### src/remainder_out_pkg.sv
// remainder_out_pkg: constants shared by the remainder generator and verifier ends
// assumes a single 20 MHz clock domain and synchronous active-low reset
package remainder_out_pkg;
    localparam int unsigned WORD_W = 32;
    localparam logic [31:0] CRC_POLY = 32'h04C11DB7;
    localparam logic [31:0] CRC_SEED = 32'hFFFFFFFF;
    localparam logic [31:0] CRC_RESIDUE = 32'hC704DD7B;
    localparam logic [31:0] REM_RESET = 32'h00000000;
    localparam int unsigned CLK_PERIOD_NS = 50;

    // fold one 32-bit word msb first into a remainder
    function automatic logic [31:0] crc_fold(input logic [31:0] rem_in, input logic [31:0] word);
        logic [31:0] r;
        r = rem_in;
        for (int i = WORD_W - 1; i >= 0; i--) begin
            if (r[31] ^ word[i]) begin
                r = {r[30:0], 1'b0} ^ CRC_POLY;
            end else begin
                r = {r[30:0], 1'b0};
            end
        end
        return r;
    endfunction
endpackage

### src/remainder_out_if.sv
// remainder_out_if: word feed between reassembly logic and both remainder ends
// assumes one clock; the feeder drives, the devices answer
`timescale 1ns/1ps
interface remainder_out_if;
    logic [31:0] word_data;
    logic word_qualifier;
    logic preload_strobe;
    logic [31:0] preload_value;
    logic finalize_strobe;
    logic check_strobe;
    logic [31:0] remainder_out;
    logic residue_ok;

    modport device (
        input word_data, word_qualifier, preload_strobe, preload_value,
        input finalize_strobe, check_strobe,
        output remainder_out, residue_ok
    );
    modport feeder (
        output word_data, word_qualifier, preload_strobe, preload_value,
        output finalize_strobe, check_strobe,
        input remainder_out, residue_ok
    );
endinterface

### src/remainder_out_device.sv
// remainder_out_device: remainder generator and residue verifier for one word stream
// assumes the feeder keeps packet order and seeds each packet before use
`timescale 1ns/1ps
//
// Contract
// - fold qualified word; ignore unqualified words
// - feeder presents next word in order
// - finalize drives inverted remainder out
// - finalize comes with last payload word
// - preload loads remainder from preload value
// - feeder preloads saved partial remainder
// - reset clears remainder and match outputs
// - remainder output tracks current remainder
// - feeder saves and restores interleaved remainders
// - check compares remainder against residue
// - feeder checks together with trailer word
// - match only when remainder equals residue
// - all inputs sampled on one clock
// - feeder seeds all ones before packet
// - words may follow the preload pulse
// - finalize lasts exactly one cycle
// - match pulse lasts one cycle
module remainder_out_device
    import remainder_out_pkg::*;
(
    // clock and reset
    input wire logic core_clk_i,
    input wire logic nrst_i,
    // word feed
    remainder_out_if.device link,
    // user side
    output logic [31:0] remainder_o,
    output logic residue_ok_o
);
    typedef struct packed {
        logic [31:0] rem;
        logic [31:0] out;
        logic ok;
    } state_t;

    // rem is the true remainder; out is what the user sees
    // ok is the one-cycle match pulse
    state_t state_reg;
    state_t state_next;

    // no framing here: the feeder owns packet boundaries and order

    ////////////////////////////////////////////////////////////////
    // request decode
    logic take_preload;
    logic take_word;
    logic invert_now;
    logic check_now;

    always_comb begin
        // defaults first so every path assigns every flag
        take_preload = 1'b0;
        take_word = 1'b0;
        invert_now = 1'b0;
        check_now = 1'b0;

        if (link.preload_strobe) begin
            // preload wins; a word, finalize or check beside it is void
            take_preload = 1'b1;
        end else begin
            take_word = link.word_qualifier;
            invert_now = link.finalize_strobe;
            check_now = link.check_strobe;
        end
    end

    ////////////////////////////////////////////////////////////////
    // fold chain: one shift stage per data bit, msb first
    // fully parallel so a word folds per clock; depth is the price
    wire logic [31:0] fold_chain [0:WORD_W];
    // stage k folds data bit WORD_W - 1 - k

    assign fold_chain[0] = state_reg.rem;

    for (genvar k = 0; k < WORD_W; k++) begin : g_fold
        logic feedback;

        // top remainder bit against the data bit of this stage
        assign feedback = fold_chain[k][31] ^ link.word_data[WORD_W - 1 - k];

        for (genvar j = 0; j < WORD_W; j++) begin : g_tap
            logic carry_in;
            logic tap_bit;

            // bit zero shifts in a zero
            if (j == 0) begin : g_lsb
                assign carry_in = 1'b0;
            end else begin : g_upper
                assign carry_in = fold_chain[k][j - 1];
            end

            // a tap wherever the polynomial holds a one
            assign tap_bit = feedback && CRC_POLY[j];

            // shifted bit plus tap
            assign fold_chain[k + 1][j] = carry_in ^ tap_bit;
        end
    end

    ////////////////////////////////////////////////////////////////
    // next remainder, chosen bit by bit
    wire logic [31:0] rem_after;

    // preload overrides the fold, so a resumed packet never mixes
    for (genvar b = 0; b < WORD_W; b++) begin : g_next
        logic nxt;

        always_comb begin
            if (take_preload) begin
                nxt = link.preload_value[b];
            end else if (take_word) begin
                nxt = fold_chain[WORD_W][b];
            end else begin
                // hold when nothing is offered
                nxt = state_reg.rem[b];
            end
        end

        assign rem_after[b] = nxt;
    end

    ////////////////////////////////////////////////////////////////
    // generator view: inverted for the finalize cycle only
    // the stored remainder is never inverted, so a packet can resume
    wire logic [31:0] shown_rem;

    for (genvar b = 0; b < WORD_W; b++) begin : g_show
        logic bit_view;

        // inverted view lasts one cycle only
        always_comb begin
            if (invert_now) begin
                bit_view = ~rem_after[b];
            end else begin
                bit_view = rem_after[b];
            end
        end

        assign shown_rem[b] = bit_view;
    end

    ////////////////////////////////////////////////////////////////
    // verifier: residue compare bit by bit, then reduced
    // check sees the remainder after the trailer word of this edge
    wire logic [31:0] hit_bits;
    logic residue_hit;

    for (genvar b = 0; b < WORD_W; b++) begin : g_hit
        logic same;

        always_comb begin
            if (rem_after[b] == CRC_RESIDUE[b]) begin
                same = 1'b1;
            end else begin
                same = 1'b0;
            end
        end

        assign hit_bits[b] = same;
    end

    // a wrong trailer leaves some other value; no partial credit
    assign residue_hit = &hit_bits;

    ////////////////////////////////////////////////////////////////
    // state update
    // one struct, one register stage; all outputs come from it
    always_comb begin
        state_next = state_reg;
        state_next.rem = rem_after;
        state_next.out = shown_rem;

        // match stands one cycle, then falls unless checked again
        if (check_now) begin
            state_next.ok = residue_hit;
        end else begin
            state_next.ok = 1'b0;
        end
    end

    // synchronous reset: outputs read zero from the edge after it
    always_ff @(posedge core_clk_i) begin
        if (!nrst_i) begin
            state_reg <= '{rem: REM_RESET, out: REM_RESET, ok: 1'b0};
        end else begin
            state_reg <= state_next;
        end
    end

    ////////////////////////////////////////////////////////////////
    // link side
    assign link.remainder_out = state_reg.out;
    assign link.residue_ok = state_reg.ok;

    // user side
    assign remainder_o = state_reg.out;
    assign residue_ok_o = state_reg.ok;
endmodule // remainder_out_device

### src/flat_wrapper.sv
// flat-port wrapper written by rule: the top's interface ports become plain ports
module remainder_out_device_flat import remainder_out_pkg::*;
  (core_clk_i, nrst_i, remainder_o, residue_ok_o, link_word_data, link_word_qualifier, link_preload_strobe, link_preload_value, link_finalize_strobe, link_check_strobe, link_remainder_out, link_residue_ok);
  remainder_out_if link_i ();
  input wire logic core_clk_i;
  input wire logic nrst_i;
  output logic [31:0] remainder_o;
  output logic residue_ok_o;
  input wire logic [$bits(link_i.word_data)-1:0] link_word_data;
  input wire logic [$bits(link_i.word_qualifier)-1:0] link_word_qualifier;
  input wire logic [$bits(link_i.preload_strobe)-1:0] link_preload_strobe;
  input wire logic [$bits(link_i.preload_value)-1:0] link_preload_value;
  input wire logic [$bits(link_i.finalize_strobe)-1:0] link_finalize_strobe;
  input wire logic [$bits(link_i.check_strobe)-1:0] link_check_strobe;
  output wire logic [$bits(link_i.remainder_out)-1:0] link_remainder_out;
  output wire logic [$bits(link_i.residue_ok)-1:0] link_residue_ok;
  assign link_i.word_data = link_word_data;
  assign link_i.word_qualifier = link_word_qualifier;
  assign link_i.preload_strobe = link_preload_strobe;
  assign link_i.preload_value = link_preload_value;
  assign link_i.finalize_strobe = link_finalize_strobe;
  assign link_i.check_strobe = link_check_strobe;
  assign link_remainder_out = link_i.remainder_out;
  assign link_residue_ok = link_i.residue_ok;
  remainder_out_device u_core (.core_clk_i(core_clk_i), .nrst_i(nrst_i), .link(link_i), .remainder_o(remainder_o), .residue_ok_o(residue_ok_o));
endmodule
### config.mk
export PLATFORM = sky130hd
export DESIGN_NAME = remainder_out_device_flat
export DESIGN_NICKNAME = d
export VERILOG_FILES = /design/src/remainder_out_pkg.sv /design/src/remainder_out_if.sv /design/src/remainder_out_device.sv /design/src/flat_wrapper.sv
export SDC_FILE = /design/constraint.sdc
export NUM_CORES = 1
export LEC_CHECK = 0
export BUFFER_PORTS_ARGS = -buffer_cell sky130_fd_sc_hd__buf_4
export CORE_MARGIN = 1
export CORE_UTILIZATION = 60
export DETAILED_ROUTE_END_ITERATION = 12
export GPL_ROUTABILITY_DRIVEN = 0
export PLACE_DENSITY = 0.95
export RECOVER_POWER = 100
export SYNTH_ARGS = -nofsm -noshare
export SYNTH_HDL_FRONTEND = slang
export SYNTH_SLANG_ARGS = --single-unit
### constraint.sdc
create_clock -name core_clk_i -period 8.15 [get_ports core_clk_i]
set_input_delay 1.63 -clock core_clk_i [delete_from_list [all_inputs] [get_ports core_clk_i]]
set_output_delay 1.63 -clock core_clk_i [all_outputs]
set_load 0.02 [all_outputs]
# Word level (Yosys, flattened, before mapping)
# Index checks and enable logic that the tools add are counted.
totals:
  register_bits: 65
  input_bits: 70
  word_cells: 617
  out_inout_bits: 66
classes:
  bitwise: 480
  n_reduce_logical: 2
  mux: 132
ops:
  columns: ["operator", "n"]
  rows:
  - ["1-bit XOR", 448]
  - ["1-bit two-way mux", 132]
  - ["1-bit NOT", 32]
  - ["32-bit AND reduction", 1]
  - ["2-bit AND reduction", 1]

# Logic depth before layout (Yosys ltp)
logic_depth:
  word_depth: 22
  depth_mapped: 12
  ltp_nobuf: 12

# Worst setup path before layout
# Ideal clock, no wire load.
synth_path:
  path_type: "in2reg"
  start: "input link_word_data[27]"
  end: "register u_core.state_reg, in the netlist u_core.link.residue_ok"
  setup_time_ns: 0.116
  arrival_ns: 5.232
  path_slack_ns: 2.801
  path_buffers: 0
  required_ns: 8.034
  path_stages: 12
  path_cell_list: "xnor2_4 > xnor3_2 > xnor2_4 > xnor2_4 > xnor3_2 > xnor3_2 > xnor3_2 > xor2_1 > mux2i_1 > o21a_1 > and4bb_1 > and4_1"
synth_via:
  elab_chain_cells: 20
  elab_cells_between_ends: 427
  cone_classes: "mux: 96; bitwise: 330; reduce/logical: 1"
synth_rtl:
  columns: ["element", "line_no", "text"]
  rows:
  - ["from (decl)", "flat_wrapper.sv:9", "input wire logic [$bits(link_i.word_data)-1:0] link_word_data;"]
  - ["1-bit XOR *", "remainder_out_device.sv:84", "assign feedback = fold_chain[k][31] ^ link.word_data[WORD_W - 1 - k];"]
  - ["1-bit XOR", "remainder_out_device.sv:101", "assign fold_chain[k + 1][j] = carry_in ^ tap_bit;"]
  - ["1-bit XOR, on equally long branches", "remainder_out_device.sv:84, remainder_out_device.sv:101", null]
  - ["1-bit XOR", "remainder_out_device.sv:101", null]
  - ["1-bit XOR, on equally long branches", "remainder_out_device.sv:101, remainder_out_device.sv:84", null]
  - ["1-bit XOR", "remainder_out_device.sv:101", null]
  - ["1-bit XOR", "remainder_out_device.sv:84", null]
  - ["1-bit XOR (9 in series)", "remainder_out_device.sv:101", null]
  - ["1-bit two-way mux", "remainder_out_device.sv:116", "end else if (take_word) begin"]
  - ["1-bit two-way mux", "remainder_out_device.sv:114", "if (take_preload) begin"]
  - ["1-bit two-way mux", "remainder_out_device.sv:157", "if (rem_after[b] == CRC_RESIDUE[b]) begin"]
  - ["32-bit AND reduction *", "remainder_out_device.sv:168", "assign residue_hit = &hit_bits;"]
  - ["to (signal assigned)", "remainder_out_device.sv:189", "state_reg <= '{rem: REM_RESET, out: REM_RESET, ok: 1'b0};"]
  - ["to (signal assigned)", "remainder_out_device.sv:191", "state_reg <= state_next;"]
  - ["to (decl)", "remainder_out_device.sv:43", "state_t state_reg;"]
# Every way passes the cells marked *; elsewhere a longest branch is shown, timed or not.
# A chain may end at the register's enable or synchronous reset.

# Worst setup path in the final report
# Same ends and word-level chain as after synthesis.

==> results.md <==
- Fin. max-slew vios: 0
- Total negative slack: 0 ns
- Initial Util: 61.4%
- Clock Tree Buf Depth: 2
- First-pass GRT wire length: 28.9 mm
- Fillers: 829
- Row count: 38
- Crit. End Element: flop
- Post-DP HPWL: 15.1 mm
- Vias per Instance: 5.84
- Placed Cells: 856
- Gate Count Post-Synth: 636
- Slowest-stage cell, CP: xnor2_1
- DR WL/cell: 22.1 um
- Worst Path Arrival: 7.31 ns
- Status: finished, final reports clean
- Crit path largest cell delay: 1.06 ns
- Main flop type after synthesis: dfxtp_1
- Cell taking the most area after synthesis: xnor2_1
- FMAX: 141 MHz
- Worst slew pin tran: 1.38 ns
- Final period util: 86.8%
- Largest net degree at the start of global routing: 74
- Core Box Area: 10,800 um2
- Worst Path Required: 8.39 ns
- Die extent in x: 107 um
- Hold-fix buffers, CTS: 0
- Crit path time final: 7.07 ns
- Most frequent cells in the layout: xnor2_1 (167), buf_4 (69), nor2_1 (67), clkbuf_1 (66), dfxtp_1 (65)
- Unrepaired setup endpoints after global routing: false
- CP most frequent cell: xnor2_1
- Final wirelength: 19.3 mm
- HP Class: flop to flop
- Clk pin slew, worst setup/hold paths: 0.08 ns
- Number of global-route vias before repair: 5,197
- DRC: 0
- Synth top area share: 21.0%
- Antenna violations before repair: 0
- Post-CTS setup buffer count: 0
- Clock Skew: 0.0161 ns
- Quantity of gates resized following cts: 0
- Relative slew slack: 7.01%
- Share of cells above drive strength 1: 15.7%
- Starting DRT DRC Count: 543
- Htree depth: 3
- Avg Cell Area, Syn: 10.4 um2
- Die area: 11,500 um2
- Commonest non-fill, non-tap cell in the layout: xnor2_1
- Inserted Clock Buffers: 9
- Nets: 797
- Clk sinks: 65
- Die Span Y: 107 um
- Crit-path cells: clkbuf_4 -> xnor2_1 -> xnor3_1 -> xnor2_1 -> xor3_1 -> xnor3_2 -> xor2_1 -> xnor2_2 -> xnor2_1 -> a222oi_1 -> nor4_1 -> and4_1
- Synth unique cells: 44
- Final WS setup: 1.08 ns
- # IOs: 136
- Startpoint class of the critical path: input port
- TritonCTS clock tree: done
- P&R area growth vs syn: 10.8%
- Antenna diodes: 0
- Synth Net Count: 706
- Post-route ant nets: 0
- Finished Layout Cells: 872
- Gr ovfl total: 0
- DRT Pass-1 Iters: 8
- Final Core Density: 68.0%
- Synth Cell Area: 6630 um2
- Vias: 5,091
- EDFF count, synth: 0
- Port Buffers: 135
- Area contributors post-synth: xnor2_1 (21%), dfxtp_1 (20%), xnor3_1 (14%)
- Root buf cell: clkbuf_8
- Max Cap Viol: 0
- Final setup vio count: 0
- Pre-CTS setup slack: 1.85 ns
- Part of the Yosys area used for sequential elements: 19.6%
- Final hold violation count: 0
- Clock Latency Late Sink: 0.36 ns
- Setup CP Type: input port to flop
- Seq cells post-synth: 65
- Yosys warns: 0
- Total GRT Usage: 34.4%
- Async SR Flop Fraction: 0%
- Max FO, Critical Path: 8
-- path summary, 6_finish.rpt --
check | startpoint | endpoint | slack (ns) | cells after the start
max | link_word_data[27] | u_core.link.residue_ok | 1.08 | 12
min | u_core.fold_chain[943] | u_core.fold_chain[943] | 0.66 | 2
max reg2reg | u_core.fold_chain[927] | u_core.link.residue_ok | 2.16 | 11
min reg2reg | u_core.fold_chain[943] | u_core.fold_chain[943] | 0.66 | 2
-- synthesized netlist by cell type, types with 4 or more instances --
cell and count:
a211oi_1 7, a21oi_1 14, a22o_1 4, and2_1 19, buf_1 5, buf_4 33
clkbuf_1 17, dfxtp_1 65, mux2i_1 9, nand2_1 23, nand3_1 4, nor2_1 67
nor3_1 6, o21a_1 12, o21ai_0 18, xnor2_1 159, xnor2_2 16, xnor2_4 8
xnor3_1 40, xnor3_2 11, xor2_1 56, xor2_2 5
-- metal layers --
metal	vias up	track usage (%)	wire length, um
met5	-	0	0
met4	0	17.9	1100
met3	87	9.24	2250
met2	364	55.7	8920
met1	2404	42.0	7000
li1	2236	-	-
-- worst max-delay path, delay by kind of cell --
family	cells	cell delay, ns
XOR/XNOR	8	4.29
AO/OA/AOI/OAI	1	0.81
buffers and inverters	1	0.12
AND/OR/NAND/NOR	2	0.44
-- state kept, by name (all words and copies together), names as in the netlist --
signal	cells
u_core.link.remainder_out	32
u_core.link.residue_ok	1
u_core.fold_chain	32
-- cell families (layout without fill, tap and decap cells) --
family                    count (synthesis)  after routing  synth area share (%)
AOI/OAI and AO/OA                        66             66                  6.61
xor gates and xnor gates                304            304                  57.9
buffers and inverters                    58            154                  5.17
DFF                                      65             65                  19.6
muxes                                     9              9                  1.36
and+or+nand+nor                         134            134                  9.31
-- metrics by stage --
step	cell area, um2	hold WS (ns)
global route	7340	0.661
detailed placement	7490	0.623
global placement	7490	0.620
finish	7340	0.663
floorplan	6630	0.542
CTS	7710	0.646
-- area by class of cell --
class / instances / area [um2] / share of cell area (%)
clock buffer: 9 / 124 / 1.69
multi-input combinational: 513 / 4860 / 66.2
clock inverter: 7 / 100 / 1.36
timing repair buffer: 136 / 773 / 10.5
tap: 140 / 175 / 2.39
sequential: 65 / 1300 / 17.7
inverter: 2 / 7.51 / 0.102
Power is left out: the tool's default activity adds up to more than one toggle a clock period on the data nets, which glitch-free logic cannot reach.
